==> config.mk <==
export PLATFORM = sky130hd
export DESIGN_NAME = fsc_top
export DESIGN_NICKNAME = d
export VERILOG_FILES = /design/src/hdl/fsc_pkg.sv /design/src/hdl/fsc_top.sv
export VERILOG_INCLUDE_DIRS = /design/src /design/src/hdl
export SDC_FILE = /design/constraint.sdc
export NUM_CORES = 1
export LEC_CHECK = 0
export CAP_MARGIN = 30
export CELL_PAD_IN_SITES_DETAIL_PLACEMENT = 0
export CELL_PAD_IN_SITES_GLOBAL_PLACEMENT = 1
export CORE_ASPECT_RATIO = 0.9
export CORE_MARGIN = 8
export CORE_UTILIZATION = 45
export DETAILED_ROUTE_END_ITERATION = 12
export DONT_BUFFER_PORTS = 1
export PLACE_DENSITY_LB_ADDON = 0.1
export SETUP_SLACK_MARGIN = 0.3
export SYNTH_ARGS = -nofsm -noshare
export SYNTH_HDL_FRONTEND = slang
export SYNTH_SLANG_ARGS = --single-unit
==> constraint.sdc <==
create_clock -name clk -period 3.4 [get_ports clk]
set_clock_uncertainty 0.05 [all_clocks]
set_input_delay 0.34 -clock clk [delete_from_list [all_inputs] [get_ports clk]]
set_output_delay 0.34 -clock clk [all_outputs]
set_load 0.02 [all_outputs]
==> src/hdl/fsc_defs.svh <==
// register offsets, field positions and codes for the flash security sequencer
`ifndef FSC_DEFS_SVH
`define FSC_DEFS_SVH
`define FSC_OFS_LOCK_CFG 8'h00
`define FSC_OFS_RSV0 8'h04
`define FSC_OFS_FLASH_CFG 8'h08
`define FSC_OFS_ECC_IRQ_CFG 8'h0C
`define FSC_OFS_FLASH_STAT 8'h10
`define FSC_OFS_ECC_STAT 8'h14
`define FSC_OFS_PF_PROT 8'h18
`define FSC_OFS_EE_PROT 8'h1C
`define FSC_OFS_PARAM_HI 8'h20
`define FSC_OFS_PARAM_LO 8'h24
`define FSC_OFS_RSV1 8'h28
`define FSC_OFS_RSV4 8'h34
`define FSC_OFS_NV_OPT 8'h38
`define FSC_OFS_PARAM_IDX 8'h3C
`define FSC_OFS_IRQ_STAT 8'h40
`define FSC_OFS_IRQ_MASK 8'h44
`define FSC_STAT_DONE 7
`define FSC_STAT_ACCESS_ERROR_FLAG 5
`define FSC_STAT_BUSY 3
`define FSC_STAT_RES1 1
`define FSC_STAT_RES0 0
`define FSC_IRQ_DONE 0
`define FSC_IRQ_ACCESS_ERROR_FLAG 1
`define FSC_IRQ_FAIL 2
`define FSC_FLASH_CFG_WMASK 8'h93
`define FSC_LOCK_RESET 8'hFF
`define FSC_LOCK_FAULT 8'hFF
`define FSC_KEY_ENABLED 2'h2
`define FSC_SEC_UNSECURED 2'h2
`define FSC_SEC_BYTE_ADDR 18'h3FF0F
`define FSC_CMD_ERASE_VERIFY 8'h03
`define FSC_CMD_READ_ONCE 8'h04
`define FSC_IDX_EVS_LAUNCH 3'h2
`define FSC_IDX_RO_LAUNCH 3'h1
`define FSC_IDX_LAST 3'h5
`define FSC_RO_PHRASE_MAX 16'h0007
`define FSC_ERASED_PHRASE 64'hFFFF_FFFF_FFFF_FFFF
`endif

==> src/hdl/fsc_pkg.sv <==
// types shared by the flash security sequencer
package fsc_pkg;
  typedef enum logic [2:0] {
    FSC_BOOT_REQ = 3'b000,
    FSC_BOOT_WAIT = 3'b001,
    FSC_IDLE = 3'b010,
    FSC_RD_REQ = 3'b011,
    FSC_RD_WAIT = 3'b100
  } fsc_state_e;
  typedef struct packed {
    logic valid;
    logic info;
    logic [17:0] addr;
  } fsc_flash_req_s;
  typedef struct packed {
    logic ack;
    logic dbl_fault;
    logic sgl_fault;
    logic [63:0] data;
  } fsc_flash_rsp_s;
endpackage : fsc_pkg

==> src/hdl/fsc_top.sv <==
// flash security register and erase-verify / read-once command sequencer
//
// Decided for this implementation: the register addresses and the APB interface to the registers.
`timescale 1ns/1ps
`include "fsc_defs.svh"
module fsc_top
  import fsc_pkg::*;
#(
  parameter logic [17:0] PF_LO = 18'h38000,
  parameter logic [17:0] PF_HI = 18'h3FFFF,
  parameter logic [17:0] INFO_RO_BASE = 18'h00000
) (
  input wire logic clk,
  input wire logic reset_n,
  input wire logic psel,
  input wire logic penable,
  input wire logic pwrite,
  input wire logic [7:0] paddr,
  input wire logic [31:0] pwdata,
  output logic [31:0] prdata,
  output logic pready,
  output logic pslverr,
  output fsc_flash_req_s flash_req,
  input wire fsc_flash_rsp_s flash_rsp,
  input wire logic cmd_mode_ok,
  input wire logic backdoor_unlock,
  output logic secured,
  output logic backdoor_enabled,
  output logic irq
);

  if (PF_LO > PF_HI || PF_LO[2:0] != 3'h0 || INFO_RO_BASE[2:0] != 3'h0) begin : g_bad_param
    $error("fsc_top: flash range must be ordered and phrase aligned");
  end

  ////////////////////////////////////////////////////////////////////////////////
  // state
  fsc_state_e state_q;
  fsc_flash_req_s freq_q;
  logic [7:0] lock_q;
  logic [7:0] flash_cfg_q;
  logic [2:0] idx_q;
  logic [15:0] slot_q [0:5];
  logic done_q;
  logic access_error_flag_q;
  logic res1_q;
  logic res0_q;
  logic ro_q;
  logic [15:0] cnt_q;
  logic [2:0] irq_stat_q;
  logic [2:0] irq_mask_q;
  logic [31:0] prdata_q;
  logic pready_q;
  logic pslverr_q;
  logic secured_q;
  logic key_en_q;
  logic irq_q;

  ////////////////////////////////////////////////////////////////////////////////
  // bus decode and launch checks
  logic apb_wr;
  logic apb_rd;
  logic launch;
  logic [7:0] cmd_code;
  logic [17:0] gaddr;
  logic [19:0] end_addr;
  logic evs_err;
  logic ro_err;
  logic cmd_err;
  logic rd_ack;
  logic rd_last;
  logic rd_bad;
  logic rd_fatal;
  logic rd_finish;
  logic [31:0] rd_val;
  logic rd_hit;

  assign apb_wr = psel & penable & pwrite & pready_q;
  assign apb_rd = psel & penable & ~pready_q;
  assign cmd_code = slot_q[0][15:8];
  assign gaddr = {slot_q[0][1:0], slot_q[1]};
  assign end_addr = {2'b00, gaddr} + {1'b0, slot_q[2], 3'b000};
  // valid launch needs a set done flag and no stale access error
  assign launch = apb_wr & (paddr == `FSC_OFS_FLASH_STAT) & pwdata[`FSC_STAT_DONE]
    & done_q & ~access_error_flag_q & (state_q == FSC_IDLE);
  assign evs_err = (idx_q != `FSC_IDX_EVS_LAUNCH)
    | ~cmd_mode_ok
    | (gaddr < PF_LO) | (gaddr > PF_HI) | (slot_q[2] == 16'h0000)
    | (end_addr > ({2'b00, PF_HI} + 20'h00001))
    | (gaddr[2:0] != 3'h0);
  assign ro_err = (idx_q != `FSC_IDX_RO_LAUNCH) | ~cmd_mode_ok
    | (slot_q[1] > `FSC_RO_PHRASE_MAX);
  always_comb begin
    unique case (cmd_code)
      `FSC_CMD_ERASE_VERIFY: cmd_err = evs_err;
      `FSC_CMD_READ_ONCE: cmd_err = ro_err;
      default: cmd_err = 1'b1;
    endcase
  end

  assign rd_ack = (state_q == FSC_RD_WAIT) & flash_rsp.ack;
  assign rd_last = ro_q | (cnt_q == 16'h0001);
  assign rd_finish = rd_ack & rd_last;
  assign rd_fatal = flash_rsp.dbl_fault | (~ro_q & (flash_rsp.data != `FSC_ERASED_PHRASE));
  assign rd_bad = rd_fatal | flash_rsp.sgl_fault;

  ////////////////////////////////////////////////////////////////////////////////
  // sequencer and flash read port
  always_ff @(posedge clk) begin
    if (!reset_n) begin
      state_q <= FSC_BOOT_REQ;
      freq_q <= '0;
      cnt_q <= 16'h0000;
      ro_q <= 1'b0;
    end else begin
      unique case (state_q)
        FSC_BOOT_REQ: begin
          freq_q <= '{valid: 1'b1, info: 1'b0, addr: `FSC_SEC_BYTE_ADDR & 18'h3FFF8};
          state_q <= FSC_BOOT_WAIT;
        end
        FSC_BOOT_WAIT: begin
          if (flash_rsp.ack) begin
            freq_q.valid <= 1'b0;
            state_q <= FSC_IDLE;
          end
        end
        FSC_IDLE: begin
          if (launch && !cmd_err) begin
            ro_q <= (cmd_code == `FSC_CMD_READ_ONCE);
            cnt_q <= slot_q[2];
            state_q <= FSC_RD_REQ;
          end
        end
        FSC_RD_REQ: begin
          freq_q.valid <= 1'b1;
          freq_q.info <= ro_q;
          freq_q.addr <= ro_q ? (INFO_RO_BASE + {slot_q[1][14:0], 3'h0}) : gaddr;
          state_q <= FSC_RD_WAIT;
        end
        FSC_RD_WAIT: begin
          if (flash_rsp.ack) begin
            freq_q.valid <= 1'b0;
            cnt_q <= cnt_q - 16'h0001;
            if (!rd_last) begin
              freq_q.valid <= 1'b1;
              freq_q.addr <= freq_q.addr + 18'h00008;
            end else begin
              state_q <= FSC_IDLE;
            end
          end
        end
        default: state_q <= FSC_IDLE;
      endcase
    end
  end

  ////////////////////////////////////////////////////////////////////////////////
  // lock configuration, read only to software
  always_ff @(posedge clk) begin
    if (!reset_n) begin
      lock_q <= `FSC_LOCK_RESET;
    end else if (state_q == FSC_BOOT_WAIT && flash_rsp.ack) begin
      lock_q <= flash_rsp.dbl_fault ? `FSC_LOCK_FAULT : flash_rsp.data[7:0];
    end else if (backdoor_unlock && state_q != FSC_BOOT_WAIT
                 && lock_q[7:6] == `FSC_KEY_ENABLED) begin
      lock_q[1:0] <= `FSC_SEC_UNSECURED;
    end
  end

  always_ff @(posedge clk) begin
    if (!reset_n) begin
      secured_q <= 1'b1;
      key_en_q <= 1'b0;
    end else begin
      secured_q <= (lock_q[1:0] != `FSC_SEC_UNSECURED);
      key_en_q <= (lock_q[7:6] == `FSC_KEY_ENABLED);
    end
  end

  ////////////////////////////////////////////////////////////////////////////////
  // status flags
  always_ff @(posedge clk) begin
    if (!reset_n) begin
      done_q <= 1'b0;
      access_error_flag_q <= 1'b0;
      res1_q <= 1'b0;
      res0_q <= 1'b0;
    end else begin
      if (apb_wr && paddr == `FSC_OFS_FLASH_STAT && pwdata[`FSC_STAT_ACCESS_ERROR_FLAG]) begin
        access_error_flag_q <= 1'b0;
      end
      if (launch && cmd_err) begin
        access_error_flag_q <= 1'b1;
      end
      if (launch && !cmd_err) begin
        done_q <= 1'b0;
        res1_q <= 1'b0;
        res0_q <= 1'b0;
      end
      if (rd_ack && rd_bad) begin
        res1_q <= 1'b1;
      end
      if (rd_ack && rd_fatal) begin
        res0_q <= 1'b1;
      end
      if (rd_finish || (state_q == FSC_BOOT_WAIT && flash_rsp.ack)) begin
        done_q <= 1'b1;
      end
    end
  end

  ////////////////////////////////////////////////////////////////////////////////
  // parameter window, index and configuration
  always_ff @(posedge clk) begin
    if (!reset_n) begin
      idx_q <= 3'h0;
      flash_cfg_q <= 8'h00;
    end else if (apb_wr) begin
      if (paddr == `FSC_OFS_PARAM_IDX) begin
        idx_q <= pwdata[2:0];
      end
      if (paddr == `FSC_OFS_FLASH_CFG) begin
        flash_cfg_q <= pwdata[7:0] & `FSC_FLASH_CFG_WMASK;
      end
    end
  end

  always_ff @(posedge clk) begin
    if (!reset_n) begin
      for (int i = 0; i < 6; i++) begin
        slot_q[i] <= 16'h0000;
      end
    end else if (rd_ack && ro_q) begin
      for (int i = 0; i < 4; i++) begin
        slot_q[i + 2] <= flash_rsp.data[63 - 16 * i -: 16];
      end
    end else if (apb_wr && done_q && idx_q <= `FSC_IDX_LAST) begin
      if (paddr == `FSC_OFS_PARAM_HI) begin
        slot_q[idx_q][15:8] <= pwdata[7:0];
      end
      if (paddr == `FSC_OFS_PARAM_LO) begin
        slot_q[idx_q][7:0] <= pwdata[7:0];
      end
    end
  end

  ////////////////////////////////////////////////////////////////////////////////
  // interrupt status and mask
  always_ff @(posedge clk) begin
    if (!reset_n) begin
      irq_stat_q <= 3'h0;
      irq_mask_q <= 3'h0;
      irq_q <= 1'b0;
    end else begin
      if (apb_wr && paddr == `FSC_OFS_IRQ_MASK) begin
        irq_mask_q <= pwdata[2:0];
      end
      if (apb_wr && paddr == `FSC_OFS_IRQ_STAT) begin
        irq_stat_q <= irq_stat_q & ~pwdata[2:0];
      end
      if (rd_finish || (launch && cmd_err)) begin
        irq_stat_q[`FSC_IRQ_DONE] <= 1'b1;
      end
      if (launch && cmd_err) begin
        irq_stat_q[`FSC_IRQ_ACCESS_ERROR_FLAG] <= 1'b1;
      end
      if (rd_ack && rd_bad) begin
        irq_stat_q[`FSC_IRQ_FAIL] <= 1'b1;
      end
      irq_q <= |(irq_stat_q & irq_mask_q);
    end
  end

  ////////////////////////////////////////////////////////////////////////////////
  // register read mux
  always_comb begin
    rd_val = 32'h0000_0000;
    rd_hit = 1'b1;
    unique case (paddr)
      `FSC_OFS_LOCK_CFG: rd_val[7:0] = lock_q;
      `FSC_OFS_FLASH_CFG: rd_val[7:0] = flash_cfg_q;
      `FSC_OFS_FLASH_STAT: begin
        rd_val[`FSC_STAT_DONE] = done_q;
        rd_val[`FSC_STAT_ACCESS_ERROR_FLAG] = access_error_flag_q;
        rd_val[`FSC_STAT_BUSY] = (state_q == FSC_RD_REQ) | (state_q == FSC_RD_WAIT);
        rd_val[`FSC_STAT_RES1] = res1_q;
        rd_val[`FSC_STAT_RES0] = res0_q;
      end
      `FSC_OFS_PARAM_HI: rd_val[7:0] = (idx_q <= `FSC_IDX_LAST) ? slot_q[idx_q][15:8] : 8'h00;
      `FSC_OFS_PARAM_LO: rd_val[7:0] = (idx_q <= `FSC_IDX_LAST) ? slot_q[idx_q][7:0] : 8'h00;
      `FSC_OFS_PARAM_IDX: rd_val[2:0] = idx_q;
      `FSC_OFS_IRQ_STAT: rd_val[2:0] = irq_stat_q;
      `FSC_OFS_IRQ_MASK: rd_val[2:0] = irq_mask_q;
      `FSC_OFS_RSV0, `FSC_OFS_ECC_IRQ_CFG, `FSC_OFS_ECC_STAT, `FSC_OFS_PF_PROT,
      `FSC_OFS_EE_PROT, `FSC_OFS_NV_OPT: rd_val = 32'h0000_0000;
      default: rd_hit = (paddr >= `FSC_OFS_RSV1) && (paddr <= `FSC_OFS_RSV4)
        && (paddr[1:0] == 2'b00);
    endcase
  end

  ////////////////////////////////////////////////////////////////////////////////
  // apb answer, one wait state
  always_ff @(posedge clk) begin
    if (!reset_n) begin
      pready_q <= 1'b0;
      pslverr_q <= 1'b0;
      prdata_q <= 32'h0000_0000;
    end else begin
      pready_q <= apb_rd;
      pslverr_q <= apb_rd & ~rd_hit;
      if (apb_rd) begin
        prdata_q <= pwrite ? 32'h0000_0000 : rd_val;
      end
    end
  end

  assign prdata = prdata_q;
  assign pready = pready_q;
  assign pslverr = pslverr_q;
  assign flash_req = freq_q;
  assign secured = secured_q;
  assign backdoor_enabled = key_en_q;
  assign irq = irq_q;

endmodule : fsc_top

==> flow_summary.toml, run 1 <==
[outcome]
outcome = "complete, but fails checks"
violations = "setup timing"

[routing]
ant_nets = 0
drc = 0
post_drt_wl_per_cell_um = 25.0
firstDrtPassIters = 5
via_per_inst = 6.17
totalWireLength_um = 41500
drt_iter0_drc = 1186
via_count = 10249

[placed_design]
gp_congestion = 0.916
dp_hpwl_um = 29400
port-buffer-count = 0
post-place-ws_ps = -204
dp_cells = 1521

[synthesis]
yosys-top-cells-area = "edfxtp_1 33%, dfxtp_1 14%, mux4_2 6.1%"
ys_top_cells_by_count = "128 x edfxtp_1, 88 x nor2_1, 81 x dfxtp_1"
synth_top_area_cell = "edfxtp_1"
ys.warnings.count = 0
post-synth-top-area-fraction = 0.327
synth.avg_cell_area_um2 = 10.5
synth_enable_flop_cells = 128
seq_area_frac_synth = 0.465
yosysMostFrequentCell = "edfxtp_1"
synthArstFlopShare = 0
synthCells = 1115
synth_ff_type = "edfxtp_1"
synth_area_um2 = 11800
ys_ff_latch = 209
yosysUniqueCellTypes = 82

[global_routing]
grt.overflow.total = 0
use_met1 = 0.359
gr-max-usage-layer = "met2"
grt_start_max_net_pins = 65
met2_usage = 0.377
grt_pass1_vias = 9886
grt_pass1_wl_um = 62000
antenna_found_initial = 3
met3_usage = 0.0664
grtUsageTotal = 0.252

[worst_setup_path]
cpMaxStageDelayCell = "edfxtp_1"
crit_required_ps = 3810
start_kind = "register"
crit_family = "compound AO/OA/AOI/OAI gates"
arrival_ps = 4000
cp_common_cell = "buf_4"
crit_chain = "ha_2 -> fa_2 -> a21o_1 -> a221o_1 -> a211o_1 -> mux2i_1 -> nor4_2 -> buf_4 -> nand4_1 -> a21boi_4 -> buf_4 -> mux2_1 -> nor2_1"
cp.buffers_inverters = 2
endpoint_kind = "register"
critical_path_class = "reg2reg"
slowest_delay_ps = 430
cp_max_fo = 4

[final_layout]
fin_cells = 1661
drive_gt1_frac = 0.178
num-nets-final = 1426
syn_to_final_growth_pct = 24.5
fill_cells = 2218
regArea_um2 = 5470
multi_input_area_um2 = 6050

[timing]
fmax_ghz = 0.279
worst_slack_ps = -186
rsz0062_at_grt = "true"
fin_crit_ps = 3590
finalHoldViolations = 0
fin_tns_setup_ps = -2520
worst_pin_slew_ps = 1130
setup_viol_count_final = 21
relSlewSlack = 0.242
slew_violations = 0
timing.final.crit_share = 1.05

[power]
power.density_nw_per_um2 = 425
ir_drop_mv = 0.338
p_leak_nw = 5.30

[floorplanning]
io-pin-count = 171
die_area_um2 = 31500
rows = 56
core_um2 = 25900
die_h_um = 169
die_width_um = 186
start_util = 0.454

[job]
drv_cap = 0

[clock_tree]
h-tree-depth = 1
cts.sinks = 209
cts.path.max_buffers = 3
clk-insertion-delay-late_ps = 530
cts_root_buf = "clkbuf_16"
cts_tree = "built"
cts_made_buffers = 25
cts.clk_slew.worst_paths_ps = 60

[hold_path]
hp-class = "in2reg"
## sequential cells by signal (all words and copies together), names as in the netlist, 3 cells and up, named ones only
name	count
prdata	8
irq_mask_q	3
state_q	3
cnt_q	16
irq_stat_q	3
flash_cfg_q	4
slot_q	128
flash_req	20
idx_q	3
lock_q	8
## through the flow
step                utilization  cell area, µm²  hold WS [ps]  total power, mW
floorplan                     -           12000           331             3.30
global placement          0.493           12700           373             3.44
detailed placement        0.493           12700           374             3.45
CTS                       0.558           14400          1.47             6.22
global route              0.566           14600          13.7             6.41
finish                    0.566           14600          16.6             6.22
## worst paths after layout
check / from / endpoint / slack, ps / cells past startpoint
worst max-delay path: slot_q[2][0] / ro_q / -190 / 13
worst min-delay path: flash_rsp[66] / flash_req[19] / 20 / 3
worst max register to register: slot_q[2][0] / ro_q / -190 / 13
worst min register to register: lock_q[1] / secured / 390 / 1
## layer usage
layer  share of wire  vias to the layer above
met5         0.00051                        -
met4           0.024                        2
met3            0.10                       82
met2            0.44                      535
met1            0.44                     4997
li1                -                     4633
## where the power goes
part	total [mW]	leakage [nW]	internal, mW	switching [mW]
Sequential	2.92	1.96	2.80	0.123
Clock	2.66	0.397	1.58	1.08
Combinational	0.637	2.94	0.269	0.367
Total	6.22	5.30	4.65	1.57
## layout make-up
type,instances,area share
timing repair buffer,200,0.123
multi-input combinational,841,0.414
sequential,209,0.374
clock buffer,30,0.0441
clock inverter,16,0.0111
antenna,1,0.000171
inverter,16,0.00411
tap,348,0.0298
## tightest hold or removal path, delay by kind of cell
family	cells	cell delay (ps)
AND/OR/NAND/NOR	2	160
AO/OA/AOI/OAI	1	50
## timing repair
action,CTS,global route
gates resized for setup,10,14
endpoints found under the setup margin,24,24
setup buffers,4,5
hold endpoints to repair,171,0
hold buffers,81,0
pin swaps,11,6
## kinds of logic after synthesis
kind of cell | synth area share
AOI/OAI and AO/OA | 0.192
xor gates and xnor gates | 0.0112
adders and majority gates | 0.0209
buffers and inverters | 0.0489
DFF | 0.465
muxes | 0.0983
other | 0.000319
and+or+nand+nor | 0.164
## cell usage in the layout, fill, tap and decap left out, types with 6 or more instances in the layout
master,n
a21o_1,12
a21oi_1,55
a22o_1,66
a22oi_1,14
a31oi_1,9
and2_1,38
and3_1,12
and4_1,7
buf_4,106
buf_6,7
clkbuf_16,26
clkinv_2,6
conb_1,56
dfxtp_1,80
dlygate4sd3_1,81
edfxtp_1,128
ha_1,17
inv_1,15
mux2i_1,40
mux4_2,32
nand2_1,60
nand2b_1,12
nand3_1,34
nand3b_1,8
nand4_1,25
nor2_1,88
nor3_1,24
nor4_1,18
o211ai_1,7
o21ai_0,45
o21ai_1,6
o221a_2,6
o22ai_1,18
o31ai_1,7
or3_1,6
xor2_1,10
No activity file was read; power rests on OpenSTA's default activity.
==> run 2, diff against run 1 <==
--- a/config.mk
+++ b/config.mk
@@ -14,6 +14,7 @@
 export CORE_UTILIZATION = 45
 export DETAILED_ROUTE_END_ITERATION = 12
 export DONT_BUFFER_PORTS = 1
+export GPL_TIMING_DRIVEN = 0
 export PLACE_DENSITY_LB_ADDON = 0.1
 export SETUP_SLACK_MARGIN = 0.3
 export SYNTH_ARGS = -nofsm -noshare
==> run 2 against run 1 <==
Effect of this change:
- the flow still finishes with violations (setup timing)
- sequential power is essentially flat
- global-route usage grew 1.1 points
- via count grew 1.2%
- setup slack lost 80 ps
- core utilization shrank 0.54 points
- critical path depth shrank 1
- total power shrank 1.1%
- count of clock-buffer cells in the layout grew 4
- die area is the same
==> flow_summary.toml, run 2 (same netlist as run 1, synthesis figures left out) <==
[routing]
via_count = 10367
drt_iter0_drc = 1148
via_per_inst = 6.20
totalWireLength_um = 43400
post_drt_wl_per_cell_um = 25.9
drc = 0
firstDrtPassIters = 6
ant_nets = 0

[clock_tree]
cts_tree = "built"
clk-insertion-delay-late_ps = 530
cts.sinks = 209
h-tree-depth = 1
cts.path.max_buffers = 3
cts_root_buf = "clkbuf_16"
cts_made_buffers = 25
cts.clk_slew.worst_paths_ps = 60

[global_routing]
grt.overflow.total = 0
grt_pass1_wl_um = 64000
antenna_found_initial = 2
grtUsageTotal = 0.263
grt_pass1_vias = 9969
grt_start_max_net_pins = 13

[final_layout]
fin_cells = 1673
utilization = 0.560
largest_reg_flops = 128
final_cell_area_um2 = 14500
drive_gt1_frac = 0.160
mostFrequentLayoutCell = "edfxtp_1"
final_cell_mix = "128 x edfxtp_1, 83 x nor2_1, 81 x dfxtp_1"
num-nets-final = 1438
fill_cells = 2252
regMostFlops = "slot_q"
syn_to_final_growth_pct = 23.3

[placed_design]
port-buffer-count = 0
dp_hpwl_um = 31300
gp_congestion = 0.874
placed_cell_area_um2 = 12500
dp_cells = 1526
post-place-ws_ps = -593

[timing]
whs_ps = 14.1
worst_pin_slew_ps = 922
rsz0062_at_grt = "true"
fmax_ghz = 0.273
fin_tns_setup_ps = -3940
setup_viol_count_final = 21
finalHoldViolations = 0
relSlewSlack = 0.385
worst_slack_ps = -266
timing.final.crit_share = 1.08
fin_crit_ps = 3670
slew_violations = 0

[worst_setup_path]
crit_required_ps = 3780
cp_max_fo = 3
start_kind = "register"
worst-r2r-setup-slack_ps = -270
arrival_ps = 4040
critical_path_class = "reg2reg"
endpoint_kind = "register"

[floorplanning]
core_um2 = 25900
die_h_um = 169
rows = 56
die_area_um2 = 31500
io-pin-count = 171
start_util = 0.454
die_width_um = 186

[job]
drv_cap = 0

[hold_path]
hp-class = "in2reg"

[outcome]
outcome = "complete, but fails checks"
violations = "setup timing"

[power]
power.density_nw_per_um2 = 424
ir_drop_mv = 0.333
p_leak_nw = 5.14
p_total_mw = 6.15
[run 2: cell types whose count changed in the layout (fill, tap and decap cells not counted), moves of 5 or more]
cell	change
clkbuf_2	+10
nor2_1	-5
buf_6	+5
buf_2	+10
nor2_2	+5
clkbuf_1	+52
buf_4	-58
o21ai_2	+6
a21oi_1	-5
buf_1	+8
dlygate4sd3_1	-12
[run 2: area by class of cell]
| class | instances | area (µm²) | share of cell area |
|---|---|---|---|
| buffer | 104 | 561 | 0.0387 |
| multi-input combinational | 841 | 6130 | 0.423 |
| antenna | 1 | 2.50 | 0.000173 |
| clock buffer | 34 | 669 | 0.0462 |
| tap | 348 | 435 | 0.0301 |
| sequential | 209 | 5470 | 0.377 |
| clock inverter | 12 | 115 | 0.00795 |
| inverter | 16 | 60.1 | 0.00415 |
| timing repair buffer | 108 | 1050 | 0.0725 |
[run 2: worst paths after layout]
kind,startpoint,cells past startpoint,to
setup / recovery,slot_q[1][3],12,cnt_q[7]
hold / removal,flash_rsp[38],1,slot_q[3][6]
setup reg to reg,slot_q[1][3],12,cnt_q[7]
hold reg to reg,lock_q[1],1,secured
[run 2: metal layers]
layer	share of wire	GRT usage	routed length, µm
met3	0.12	0.0703	5040
met1	0.43	0.378	18600
met4	0.018	0.0549	796
met2	0.44	0.394	18900
met5	0	0	0
[run 2: what timing repair did]
action | in CTS | in global routing
resized for setup | 45 | 35
buffers inserted | 18 | 11
endpoints found under the hold margin | 107 | 0
gates cloned | 1 | 1
pin swaps | 18 | 20
setup endpoints to repair | 224 | 126
hold buffers | 69 | 0
[run 2: power by group]
group / switching (mW) / internal, mW
Sequential: 0.135 / 2.80
Combinational: 0.370 / 0.248
Clock: 1.07 / 1.53
[run 2: critical path, cell delays in order (launching register included)]
cell and delay (ps):
edfxtp_1 510, ha_4 220, fa_2 340, a21o_1 200
a221o_1 350, a211o_1 330, mux2i_1 140, nor4_2 310
nand4_1 240, a21boi_4 230, buf_6 140, mux2_1 310
a211oi_1 200
